File: src/design/mdc_pkg.sv
// Shared constants of the eight-channel DMA controller.
// Assumes one clock domain; the peripheral table holds default data addresses.
package mdc_pkg;
    localparam int NCH = 8;
    localparam int CHW = 3;
    localparam int SELW = 7;
    localparam int AW = 16;
    localparam int DW = 16;
    localparam int CNTW = 10;
    localparam int NSRC = 128;
    localparam int FIFO_DEPTH = 4;

    // Request source codes
    localparam logic [6:0] SRC_EXT_INT = 7'h00;
    localparam logic [6:0] SRC_CAPTURE1 = 7'h01;
    localparam logic [6:0] SRC_COMPARE1 = 7'h02;
    localparam logic [6:0] SRC_CAPTURE2 = 7'h05;
    localparam logic [6:0] SRC_COMPARE2 = 7'h06;
    localparam logic [6:0] SRC_TIMER_A = 7'h07;
    localparam logic [6:0] SRC_TIMER_B = 7'h08;
    localparam logic [6:0] SRC_SPI_A = 7'h0a;
    localparam logic [6:0] SRC_UART_A_RX = 7'h0b;
    localparam logic [6:0] SRC_UART_A_TX = 7'h0c;
    localparam logic [6:0] SRC_ADC = 7'h0d;
    localparam logic [6:0] SRC_UART_B_RX = 7'h1e;
    localparam logic [6:0] SRC_UART_B_TX = 7'h1f;
    localparam logic [6:0] SRC_SPI_B = 7'h21;
    localparam logic [6:0] SRC_CAN_RX = 7'h22;
    localparam logic [6:0] SRC_PAR_PORT = 7'h2d;
    localparam logic [6:0] SRC_CODEC = 7'h3c;
    localparam logic [6:0] SRC_CAN_TX = 7'h46;
    localparam logic [6:0] SRC_AUDIO_R = 7'h4e;
    localparam logic [6:0] SRC_AUDIO_L = 7'h4f;

    // Peripheral data addresses
    localparam logic [15:0] ADR_CAPTURE1 = 16'h0140;
    localparam logic [15:0] ADR_CAPTURE2 = 16'h0144;
    localparam logic [15:0] ADR_CMP1_PRI = 16'h0182;
    localparam logic [15:0] ADR_CMP1_SEC = 16'h0180;
    localparam logic [15:0] ADR_CMP2_PRI = 16'h0188;
    localparam logic [15:0] ADR_CMP2_SEC = 16'h0186;
    localparam logic [15:0] ADR_SPI_A = 16'h0248;
    localparam logic [15:0] ADR_SPI_B = 16'h0268;
    localparam logic [15:0] ADR_UART_A_RX = 16'h0226;
    localparam logic [15:0] ADR_UART_A_TX = 16'h0224;
    localparam logic [15:0] ADR_UART_B_RX = 16'h0236;
    localparam logic [15:0] ADR_UART_B_TX = 16'h0234;
    localparam logic [15:0] ADR_ADC = 16'h0300;
    localparam logic [15:0] ADR_CAN_RX = 16'h0440;
    localparam logic [15:0] ADR_CAN_TX = 16'h0442;
    localparam logic [15:0] ADR_PAR_PORT = 16'h0608;
    localparam logic [15:0] ADR_CODEC_RX = 16'h0290;
    localparam logic [15:0] ADR_CODEC_TX = 16'h0298;
    localparam logic [15:0] ADR_AUDIO_R = 16'h03f6;
    localparam logic [15:0] ADR_AUDIO_L = 16'h03f8;
    localparam logic [15:0] ADR_NONE = 16'h0000;

    // Mode fields
    localparam int MODE_ONESHOT_BIT = 0;
    localparam int MODE_PINGPONG_BIT = 1;
    localparam logic [1:0] AMODE_POSTINC = 2'h0;
    localparam int AMODE_PERIPH_BIT = 1;
    localparam logic DIR_RAM_TO_PER = 1'b1;
    localparam logic [15:0] STEP_BYTE = 16'h0001;
    localparam logic [15:0] STEP_WORD = 16'h0002;
    localparam logic [7:0] BYTE_PAD = 8'h00;

    typedef enum logic [2:0] {ST_IDLE, ST_READ, ST_CAP, ST_PUSH, ST_WRITE, ST_DONE} mdc_state_t;
endpackage

File: src/design/mdc_fifo_if.sv
// Handshake bundle between the transfer engine and its data FIFO.
// Assumes both ends share one clock.
`timescale 1ns/10ps
`default_nettype none
interface mdc_fifo_if #(parameter int W = 16);
    logic push_valid;
    logic push_ready;
    logic [W-1:0] push_data;
    logic pop_valid;
    logic pop_ready;
    logic [W-1:0] pop_data;
    modport core (output push_valid, push_data, pop_ready, input push_ready, pop_valid, pop_data);
    modport fifo (input push_valid, push_data, pop_ready, output push_ready, pop_valid, pop_data);
endinterface
`default_nettype wire

File: src/design/mdc_core.sv
// Eight-channel DMA transfer engine between peripheral registers and DMA RAM.
// Assumes peripherals and RAM answer a read one cycle after the read strobe.
// Summary of operation
// - Eight channels, each with own state.
// - Channel copies RAM-to-peripheral or peripheral-to-RAM.
// - Own RAM and peripheral buses, CPU untouched.
// - Interrupt at block end, or at half.
// - Byte or word; one-shot or repeating blocks.
// - Post-increment, fixed, or peripheral-indirect RAM addressing.
// - Fixed channel priority, never rotating.
// - Start by software force or selected source.
// - Ping-pong alternates start addresses per block.
// - Interrupt and timer triggers carry no address.
// - Capture units read 0x0140 and 0x0144.
// - Compare one writes 0x0182, secondary 0x0180.
// - Compare two writes 0x0188, secondary 0x0186.
// - First SPI uses 0x0248 both ways.
// - Second SPI uses 0x0268 both ways.
// - First UART reads 0x0226, writes 0x0224.
// - Second UART reads 0x0236, writes fixed address.
// - Converter results read from 0x0300.
// - CAN reads 0x0440, writes 0x0442.
// - Parallel port uses 0x0608 both ways.
// - Codec reads 0x0290, writes 0x0298.
// - Audio right writes 0x03F6, left fixed.
// - Direction bit picks way; enable gates channel.
// - Mode field: continuous/one-shot, ping-pong or not.
// - Force bit cleared only by hardware.
// - Start-address readback shows current pointer.
`timescale 1ns/10ps
`default_nettype none
module mdc_core (
    input wire logic core_clk,
    input wire logic rst,
    input wire logic [7:0] channel_on,
    input wire logic [7:0] byte_size,
    input wire logic [7:0] ram_to_per,
    input wire logic [7:0] half_notify,
    input wire logic [7:0][1:0] addr_mode,
    input wire logic [7:0][1:0] op_mode,
    input wire logic [7:0][6:0] request_source_select,
    input wire logic [7:0] force_set,
    input wire logic [7:0][15:0] primary_ram_start,
    input wire logic [7:0][15:0] secondary_ram_start,
    input wire logic [7:0][15:0] peripheral_target_address,
    input wire logic [7:0][9:0] transfer_count,
    input wire logic [127:0] irq_src,
    input wire logic [15:0] periph_ram_offset,
    output logic [15:0] ram_addr,
    output logic ram_rd,
    output logic ram_wr,
    output logic ram_byte,
    output logic [15:0] ram_wdata,
    input wire logic [15:0] ram_rdata,
    output logic [15:0] per_addr,
    output logic per_rd,
    output logic per_wr,
    output logic [15:0] per_wdata,
    input wire logic [15:0] per_rdata,
    input wire logic write_stall,
    output logic [7:0] block_irq,
    output logic [7:0] force_pending,
    output logic [7:0][15:0] ram_pointer,
    output logic [7:0] buffer_select,
    output logic [7:0] channel_halted,
    output logic busy,
    output logic [2:0] grant_channel
);
    typedef struct packed {
        mdc_pkg::mdc_state_t st;
        logic [2:0] ch;
        logic [7:0][15:0] ptr;
        logic [7:0][9:0] cnt;
        logic [7:0] pp;
        logic [7:0] req;
        logic [7:0] frc;
        logic [7:0] halt;
        logic [7:0] irq;
        logic [7:0] on_prev;
        logic [15:0] data;
        logic [15:0] ram_addr;
        logic [15:0] per_addr;
        logic [15:0] wdata;
        logic ram_rd;
        logic ram_wr;
        logic per_rd;
        logic per_wr;
        logic bsize;
    } mdc_core_state_t;

    mdc_core_state_t s_q;
    mdc_core_state_t s_d;
    mdc_fifo_if #(.W(mdc_pkg::DW)) fq ();

    // Default peripheral data address for a source code and direction.
    function automatic logic [15:0] table_addr(input logic [6:0] code, input logic to_per);
        logic [15:0] a;
        a = mdc_pkg::ADR_NONE;
        unique case (code)
            mdc_pkg::SRC_CAPTURE1: a = to_per ? mdc_pkg::ADR_NONE : mdc_pkg::ADR_CAPTURE1;
            mdc_pkg::SRC_CAPTURE2: a = to_per ? mdc_pkg::ADR_NONE : mdc_pkg::ADR_CAPTURE2;
            mdc_pkg::SRC_COMPARE1: a = to_per ? mdc_pkg::ADR_CMP1_PRI : mdc_pkg::ADR_NONE;
            mdc_pkg::SRC_COMPARE2: a = to_per ? mdc_pkg::ADR_CMP2_PRI : mdc_pkg::ADR_NONE;
            mdc_pkg::SRC_SPI_A: a = mdc_pkg::ADR_SPI_A;
            mdc_pkg::SRC_SPI_B: a = mdc_pkg::ADR_SPI_B;
            mdc_pkg::SRC_UART_A_RX: a = to_per ? mdc_pkg::ADR_NONE : mdc_pkg::ADR_UART_A_RX;
            mdc_pkg::SRC_UART_A_TX: a = to_per ? mdc_pkg::ADR_UART_A_TX : mdc_pkg::ADR_NONE;
            mdc_pkg::SRC_UART_B_RX: a = to_per ? mdc_pkg::ADR_NONE : mdc_pkg::ADR_UART_B_RX;
            mdc_pkg::SRC_UART_B_TX: a = to_per ? mdc_pkg::ADR_UART_B_TX : mdc_pkg::ADR_NONE;
            mdc_pkg::SRC_ADC: a = to_per ? mdc_pkg::ADR_NONE : mdc_pkg::ADR_ADC;
            mdc_pkg::SRC_CAN_RX: a = to_per ? mdc_pkg::ADR_NONE : mdc_pkg::ADR_CAN_RX;
            mdc_pkg::SRC_CAN_TX: a = to_per ? mdc_pkg::ADR_CAN_TX : mdc_pkg::ADR_NONE;
            mdc_pkg::SRC_PAR_PORT: a = mdc_pkg::ADR_PAR_PORT;
            mdc_pkg::SRC_CODEC: a = to_per ? mdc_pkg::ADR_CODEC_TX : mdc_pkg::ADR_CODEC_RX;
            mdc_pkg::SRC_AUDIO_R: a = to_per ? mdc_pkg::ADR_AUDIO_R : mdc_pkg::ADR_NONE;
            mdc_pkg::SRC_AUDIO_L: a = to_per ? mdc_pkg::ADR_AUDIO_L : mdc_pkg::ADR_NONE;
            default: a = mdc_pkg::ADR_NONE;
        endcase
        return a;
    endfunction

    // A nonzero programmed address wins, which also reaches secondary compare slots.
    function automatic logic [15:0] per_target(input logic [6:0] code, input logic to_per,
                                               input logic [15:0] pad);
        logic [15:0] a;
        a = (pad != mdc_pkg::ADR_NONE) ? pad : table_addr(code, to_per);
        return a;
    endfunction

    // Lowest set bit of a request vector.
    function automatic logic [2:0] lowest(input logic [7:0] v);
        logic [2:0] idx;
        idx = '0;
        for (int i = mdc_pkg::NCH - 1; i >= 0; i--) begin
            if (v[i]) begin
                idx = 3'(i);
            end
        end
        return idx;
    endfunction

    logic [7:0] pending;
    logic [7:0] src_hit;
    logic [2:0] c;
    logic last_elem;
    logic half_elem;
    logic next_pp;
    logic [15:0] step;
    logic ping;
    logic one_shot;

    genvar g;
    generate
        for (g = 0; g < mdc_pkg::NCH; g++) begin : g_src
            assign src_hit[g] = irq_src[request_source_select[g]];
            assign pending[g] = channel_on[g] && s_q.on_prev[g] && !s_q.halt[g]
                && (s_q.req[g] || s_q.frc[g]);
        end
    endgenerate

    assign c = s_q.ch;
    assign ping = op_mode[c][mdc_pkg::MODE_PINGPONG_BIT];
    assign one_shot = op_mode[c][mdc_pkg::MODE_ONESHOT_BIT];
    assign last_elem = (s_q.cnt[c] == transfer_count[c]);
    assign half_elem = (s_q.cnt[c] == (transfer_count[c] >> 1));
    assign next_pp = ping ? !s_q.pp[c] : s_q.pp[c];
    assign step = byte_size[c] ? mdc_pkg::STEP_BYTE : mdc_pkg::STEP_WORD;

    assign fq.push_valid = (s_q.st == mdc_pkg::ST_PUSH);
    assign fq.push_data = s_q.data;
    // Target stalls back up into the FIFO and hold the engine
    assign fq.pop_ready = (s_q.st == mdc_pkg::ST_WRITE) && !write_stall;

    always_comb begin
        s_d = s_q;
        s_d.irq = '0;
        s_d.ram_rd = 1'b0;
        s_d.ram_wr = 1'b0;
        s_d.per_rd = 1'b0;
        s_d.per_wr = 1'b0;
        s_d.on_prev = channel_on;
        for (int i = 0; i < mdc_pkg::NCH; i++) begin
            if (channel_on[i] && !s_q.on_prev[i]) begin
                s_d.ptr[i] = primary_ram_start[i];
                s_d.cnt[i] = '0;
                s_d.pp[i] = 1'b0;
                s_d.halt[i] = 1'b0;
            end
            if (!channel_on[i]) begin
                s_d.req[i] = 1'b0;
            end
        end
        unique case (s_q.st)
            mdc_pkg::ST_IDLE: begin
                if (pending != '0) begin
                    s_d.ch = lowest(pending);
                    s_d.bsize = byte_size[lowest(pending)];
                    s_d.per_addr = per_target(request_source_select[lowest(pending)],
                        ram_to_per[lowest(pending)], peripheral_target_address[lowest(pending)]);
                    if (addr_mode[lowest(pending)][mdc_pkg::AMODE_PERIPH_BIT]) begin
                        s_d.ram_addr = (s_q.pp[lowest(pending)] ? secondary_ram_start[lowest(pending)]
                            : primary_ram_start[lowest(pending)]) + periph_ram_offset;
                    end else begin
                        s_d.ram_addr = s_q.ptr[lowest(pending)];
                    end
                    if (ram_to_per[lowest(pending)] == mdc_pkg::DIR_RAM_TO_PER) begin
                        s_d.ram_rd = 1'b1;
                    end else begin
                        s_d.per_rd = 1'b1;
                    end
                    s_d.st = mdc_pkg::ST_READ;
                end
            end
            mdc_pkg::ST_READ: begin
                s_d.st = mdc_pkg::ST_CAP;
            end
            mdc_pkg::ST_CAP: begin
                if (ram_to_per[c] == mdc_pkg::DIR_RAM_TO_PER) begin
                    s_d.data = s_q.bsize ? {mdc_pkg::BYTE_PAD, ram_rdata[7:0]} : ram_rdata;
                end else begin
                    s_d.data = s_q.bsize ? {mdc_pkg::BYTE_PAD, per_rdata[7:0]} : per_rdata;
                end
                s_d.st = mdc_pkg::ST_PUSH;
            end
            mdc_pkg::ST_PUSH: begin
                if (fq.push_ready) begin
                    s_d.st = mdc_pkg::ST_WRITE;
                end
            end
            mdc_pkg::ST_WRITE: begin
                if (fq.pop_valid && fq.pop_ready) begin
                    s_d.wdata = fq.pop_data;
                    if (ram_to_per[c] == mdc_pkg::DIR_RAM_TO_PER) begin
                        s_d.per_wr = 1'b1;
                    end else begin
                        s_d.ram_wr = 1'b1;
                    end
                    s_d.st = mdc_pkg::ST_DONE;
                end
            end
            mdc_pkg::ST_DONE: begin
                s_d.frc[c] = 1'b0;
                s_d.req[c] = 1'b0;
                if (last_elem) begin
                    s_d.cnt[c] = '0;
                    s_d.irq[c] = !half_notify[c];
                    s_d.pp[c] = next_pp;
                    s_d.ptr[c] = next_pp ? secondary_ram_start[c] : primary_ram_start[c];
                    if (one_shot && (!ping || s_q.pp[c])) begin
                        s_d.halt[c] = 1'b1;
                    end
                end else begin
                    s_d.cnt[c] = s_q.cnt[c] + 1'b1;
                    if (addr_mode[c] == mdc_pkg::AMODE_POSTINC) begin
                        s_d.ptr[c] = s_q.ptr[c] + step;
                    end
                end
                if (half_notify[c] && half_elem) begin
                    s_d.irq[c] = 1'b1;
                end
                s_d.st = mdc_pkg::ST_IDLE;
            end
            default: begin
                s_d.st = mdc_pkg::ST_IDLE;
            end
        endcase
        // New events win over the clears above
        for (int i = 0; i < mdc_pkg::NCH; i++) begin
            if (channel_on[i] && src_hit[i]) begin
                s_d.req[i] = 1'b1;
            end
            if (force_set[i]) begin
                s_d.frc[i] = 1'b1;
            end
        end
    end

    always_ff @(posedge core_clk) begin
        if (rst) begin
            s_q <= '0;
        end else begin
            s_q <= s_d;
        end
    end

    mdc_fifo #(
        .W(mdc_pkg::DW),
        .DEPTH(mdc_pkg::FIFO_DEPTH)
    ) u_fifo (
        .core_clk(core_clk),
        .rst(rst),
        .port(fq.fifo)
    );

    assign ram_addr = s_q.ram_addr;
    assign ram_rd = s_q.ram_rd;
    assign ram_wr = s_q.ram_wr;
    assign ram_byte = s_q.bsize;
    assign ram_wdata = s_q.wdata;
    assign per_addr = s_q.per_addr;
    assign per_rd = s_q.per_rd;
    assign per_wr = s_q.per_wr;
    assign per_wdata = s_q.wdata;
    assign block_irq = s_q.irq;
    assign force_pending = s_q.frc;
    assign ram_pointer = s_q.ptr;
    assign buffer_select = s_q.pp;
    assign channel_halted = s_q.halt;
    assign busy = (s_q.st != mdc_pkg::ST_IDLE);
    assign grant_channel = s_q.ch;
endmodule // mdc_core
`default_nettype wire

File: src/design/mdc_fifo.sv
// Small flip-flop FIFO holding data between source read and target write.
// Assumes synchronous active-high reset on core_clk.
`timescale 1ns/10ps
`default_nettype none
module mdc_fifo #(
    parameter int W = 16,
    parameter int DEPTH = 4
) (
    input wire logic core_clk,
    input wire logic rst,
    mdc_fifo_if.fifo port
);
    localparam int PW = $clog2(DEPTH);

    typedef struct packed {
        logic [DEPTH-1:0][W-1:0] mem;
        logic [PW-1:0] wr;
        logic [PW-1:0] rd;
        logic [PW:0] level;
    } mdc_fifo_state_t;

    mdc_fifo_state_t s_q;
    mdc_fifo_state_t s_d;
    logic do_push;
    logic do_pop;

    assign port.push_ready = (s_q.level != (PW+1)'(DEPTH));
    assign port.pop_valid = (s_q.level != '0);
    assign port.pop_data = s_q.mem[s_q.rd];
    assign do_push = port.push_valid && port.push_ready;
    assign do_pop = port.pop_valid && port.pop_ready;

    always_comb begin
        s_d = s_q;
        if (do_push) begin
            s_d.mem[s_q.wr] = port.push_data;
            s_d.wr = (s_q.wr == PW'(DEPTH-1)) ? '0 : s_q.wr + 1'b1;
        end
        if (do_pop) begin
            s_d.rd = (s_q.rd == PW'(DEPTH-1)) ? '0 : s_q.rd + 1'b1;
        end
        if (do_push && !do_pop) begin
            s_d.level = s_q.level + 1'b1;
        end else if (do_pop && !do_push) begin
            s_d.level = s_q.level - 1'b1;
        end
    end

    always_ff @(posedge core_clk) begin
        if (rst) begin
            s_q <= '0;
        end else begin
            s_q <= s_d;
        end
    end
endmodule // mdc_fifo
`default_nettype wire

File: config.mk
export PLATFORM = sky130hd
export DESIGN_NAME = mdc_core
export DESIGN_NICKNAME = d
export VERILOG_FILES = /design/src/design/mdc_pkg.sv /design/src/design/mdc_fifo_if.sv /design/src/design/mdc_core.sv /design/src/design/mdc_fifo.sv
export SDC_FILE = /design/constraint.sdc
export NUM_CORES = 2
export LEC_CHECK = 0
export ABC_AREA = 0
export BUFFER_PORTS_ARGS = -buffer_cell sky130_fd_sc_hd__buf_2
export CAP_MARGIN = 5
export CORE_AREA = 2 2 396 398
export DETAILED_ROUTE_END_ITERATION = 8
export DIE_AREA = 0 0 398 400
export PLACE_DENSITY_LB_ADDON = 0.12
export SETUP_SLACK_MARGIN = 0.5
export SYNTH_ARGS = -nofsm -noshare
export SYNTH_HDL_FRONTEND = slang
export SYNTH_HIERARCHICAL = 1
export SYNTH_SLANG_ARGS = --single-unit
File: constraint.sdc
create_clock -name core_clk -period 9.83 [get_ports core_clk]
set_input_delay 0.983 -clock core_clk [delete_from_list [all_inputs] [get_ports core_clk]]
set_output_delay 0.983 -clock core_clk [all_outputs]
set_load 0.02 [all_outputs]
==> results.md <==
Clock tree:
- In this run, post-CTS repair resized a total of 0 instances.
- The clock sink count is 402.
- The root buffer selected by CTS is sky130_fd_sc_hd__clkbuf_16.
- The later pin in the worst-skew pair is clocked with a latency of 0.67 ns.
- The clock slew at the register clock pins of the worst setup and hold paths is 0.06 ns.
- The CTS tree is built.
- In this run, post-CTS hold repair placed 0 buffers.
- In this run, CTS created clock tree buffers numbering 51.
- The number of buffers inserted to repair setup after CTS is 0.
- The clock passes through at most 3 buffers.
- CTS built an H-tree with a depth of 2.

Global route:
- For this run the aggregate overflow at the end of global routing stands at 0.
- The wire length of the first global-routing pass is 364000 um.
- The initial antenna violation count was 137.
- Entering global routing, the biggest net connects 130 pins.
- For this run, the total global-route usage over all layers was measured as 32.9%.
- The via count of the first global-routing pass came to 41600.

Worst setup path:
- The worst setup path is launched from an input pin.
- The type of the worst setup path is input pin to flip-flop.
- The combined buffer and inverter count along the critical path is 2.
- The cell that appears most often on the critical path is sky130_fd_sc_hd__a21oi_1.
- Data on the critical path is required at its endpoint by 10.36 ns.
- The library cell contributing the largest single delay on the critical path is sky130_fd_sc_hd__o21a_4.
- Of all nets on the critical path, the largest fanout is 41.
- The worst endpoint data arrival time is 7.17 ns.
- Tracing the worst setup path back leads to its startpoint at channel_on[6].
- On the worst path, the slowest cell contributes a delay of 0.67 ns.
- On the critical path the largest part of the delay comes from compound AO/OA/AOI/OAI gates.
- The startpoint identified for the worst register-to-register timing path is force_pending[6]$_SDFFE_PP0P_.
- The kind of capture point of the worst setup path is a flip-flop.

Logic synthesis:
- The share of the yosys chip area belonging to registers is 20.5%.
- The primary flip-flop cell chosen by synthesis mapping is sky130_fd_sc_hd__dfxtp_1.
- In this run, synthesis inferred 0 flip-flops with an integrated enable.
- Summing the areas of all compound-gate instances in the mapped netlist gives 21.0% of the synthesized area.
- Sorting the synthesized cells by how often they occur yields sky130_fd_sc_hd__nand2_1 (689), sky130_fd_sc_hd__dfxtp_1 (402), sky130_fd_sc_hd__mux4_2 (361), sky130_fd_sc_hd__mux2i_1 (263), sky130_fd_sc_hd__buf_4 (241).
- In the synthesized netlist the async set-or-reset flop fraction comes to 0%.
- The arithmetic-cell share of the synthesized area counting full adders, half adders and majority gates is 1.01%.
- The number of distinct library cell variants in the gate-level netlist after synthesis is 107.
- After synthesis, the largest family of logic cells by area is multiplexers.
- The synthesized netlist occupies a cell area of 39300 um^2.
- By area the synthesized netlist is led by sky130_fd_sc_hd__mux4_2 (21%), sky130_fd_sc_hd__dfxtp_1 (20%), sky130_fd_sc_hd__mux2i_1 (6.7%).
- The synthesized netlist devotes 17.6% of its cell area to simple gates.
- In this run the biggest area consumer among cell types represents 20.7% of the synthesized area.
- The xor and xnor area share after synthesis is 1.29%.
- Yosys printed 6 warnings.
- Of the post-synthesis cell area, the part taken by muxes is 29.6%.
- The post-synthesis cell count is 4499.
- The total of flip-flops plus latches after synthesis is 402.
- The post-synthesis area per instance is 8.74 um^2.
- The post-synthesis net count is 5300.
- The most frequent cell after synthesis is sky130_fd_sc_hd__nand2_1.
- sky130_fd_sc_hd__mux4_2 takes more of the synthesized area than any other cell.

Drt:
- The detailed-route wire length per cell is 38.3 um.
- The pre-antenna-repair detailed-routing pass consisted of 8 iterations.
- The number of nets with antenna violations after detailed routing is 0.
- For this run, design rule violations remaining after detail routing come to 0.
- The via-per-instance ratio is 6.09.
- Summing over every cut layer, the via total after detailed routing is 43600.
- For this block, the routed nets add up to 274000 um of wire.
- The DRC marker count from the first detailed-route iteration is 4942.

Floorplan:
- Measured along the y axis, the die boundary spans 400 um.
- The I/O pin count is 1004.
- The initial core utilization is 25.3%.
- The total area inside the core boundary comes to 155000 um^2.
- The floorplan die width is 398 um.
- The total number of placement rows is 145.
- The floorplan step defined a die boundary enclosing 159000 um^2.

Finish:
- The share of cells above drive strength 1 is 34.5%.
- The multi-input combinational cells in the finished layout cover a total of 27800 um^2.
- With fillers left out, the area of the finished cells amounts to 46300 um^2.
- The number of fillers in the final layout is 16800.
- The area added between synthesis and finish is 17.7%.
- In the final design database the tool counted 5808 nets.
- The register cell area after layout is 8060 um^2.

Worst hold path:
- The type of the tightest min-delay check is flip-flop to flip-flop.
- The worst hold path begins at s_q[103]$_SDFF_PP0_.

Place:
- The post-detailed-placement cell area is 44400 um^2.
- Once detailed placement completed, the half-perimeter wirelength came to 208000 um.
- The count of buffers inserted at the top-level ports is 1003.
- The last weighted congestion value of the routability-driven placer is 0.985.

STA:
- The final critical-path required period is 6.63 ns.
- The relative slew slack is 2.27%.
- At the pin with the least slew margin, the transition time is 1.46 ns.
- Static timing analysis puts the maximum clock frequency at 151 MHz.
- The summed negative setup slack over all endpoints is 0 ns.
- The number of hold-slack violations in the final timing report is 0.
- Setup violations remaining at the end of the flow were counted as 0.
- The number of pins exceeding their max-slew limit in the final report is 0.
- After layout, the worst path uses 67.5% of the clock period.
- Setup repair after global routing left no endpoint under its margin.
- The final worst clock skew is 0.0496 ns.

Power:
- The analysis attributes to cell leakage a power of 0.0185 uW.
- The worst-case IR drop observed on VDD is 0.127 mV.
- In this run the power density over the cells is 147 nW/um^2.

Outcome:
- The run finished with clean final reports.

Run:
- The max-capacitance violation count is 0.
-- worst min-delay path: stages (launching register included) --
cell and delay (ns):
sky130_fd_sc_hd__dfxtp_1 0.31, sky130_fd_sc_hd__nand2_1 0.05, sky130_fd_sc_hd__a21boi_0 0.06
-- power by group --
group	switching, uW	internal [uW]	leakage, uW	total [uW]
logic	1930	995	0.0143	2930
clock network	869	1180	0.000871	2050
registers	127	1710	0.00328	1840
-- sequential cells by signal (all words and copies together), names as in the netlist, 16 cells and up --
name          cells
per_wdata        16
ram_pointer     128
s_q              99
fq.push_data     16
ram_addr         16
per_addr         16
u_fifo/s_q       71
-- kinds of logic after synthesis --
logic type | count (synthesis)
buf+inv | 662
flops | 402
simple gates | 1486
mux | 700
fa+ha+maj | 30
compound gates | 1161
xor+xnor | 58
-- metrics by stage --
stage	hold WS [ns]	instances	utilization (%)	total power, uW	setup WS, ns
finish	0.462	7166	29.8	6810	3.20
floorplan	0.432	4499	-	3500	3.73
detailed placement	0.455	7012	28.6	4730	2.63
global placement	0.443	7011	28.6	4720	2.61
global route	0.489	7141	29.8	7010	2.83
CTS	0.465	7107	29.7	6780	3.31
-- worst paths after layout --
kind,end,slack (ns),cells after the start
worst max-delay path,ram_addr[14]$_SDFFE_PP0P_,3.20,25
worst min register to register,s_q[103]$_SDFF_PP0_,0.46,2
worst min-delay path,s_q[103]$_SDFF_PP0_,0.46,2
worst max register to register,ram_addr[14]$_SDFFE_PP0P_,3.25,24
-- final cells by class --
class	instances	area share, %
Timing Repair Buffer	1099	12.6
Clock inverter	27	0.663
Sequential cell	402	17.4
Antenna cell	59	0.319
Clock buffer	68	3.16
Inverter	18	0.146
Tap cell	2058	5.57
Multi-Input combinational cell	3435	60.2
-- layer usage --
layer  track usage, %  share of wire (%)  routed length, um  up-vias
met5                0               0.22                591        -
met4             21.5                7.5              20700       92
met3             9.41                 10              27300      794
met2             54.7                 47             129000     2865
met1             36.7                 35              96400    21700
li1                 -                  -                  -    18200
-- placed cells by master, fill, tap and decap left out, drive strengths merged, types with 7 or more instances in the layout --
master / count
buf: 1099
nand2: 693
dfxtp: 402
mux4: 361
mux2i: 263
nor2: 233
a21oi: 222
nand3: 221
o21ai: 174
a22oi: 165
a22o: 115
o22ai: 102
nand2b: 101
a221oi: 99
and3: 89
mux2: 76
clkbuf: 68
a311oi: 66
diode: 59
a211oi: 53
xnor2: 42
a31oi: 39
nor3: 37
o211ai: 28
ha: 27
or3: 22
nand4: 20
inv: 20
and4: 17
nor2b: 17
xor2: 16
clkinv: 16
nor4: 11
a31o: 11
a21boi: 9
a21o: 8
or2: 8
a221o: 7
o2bb2ai: 7
Note: power is estimated with default switching activity, not from simulation.
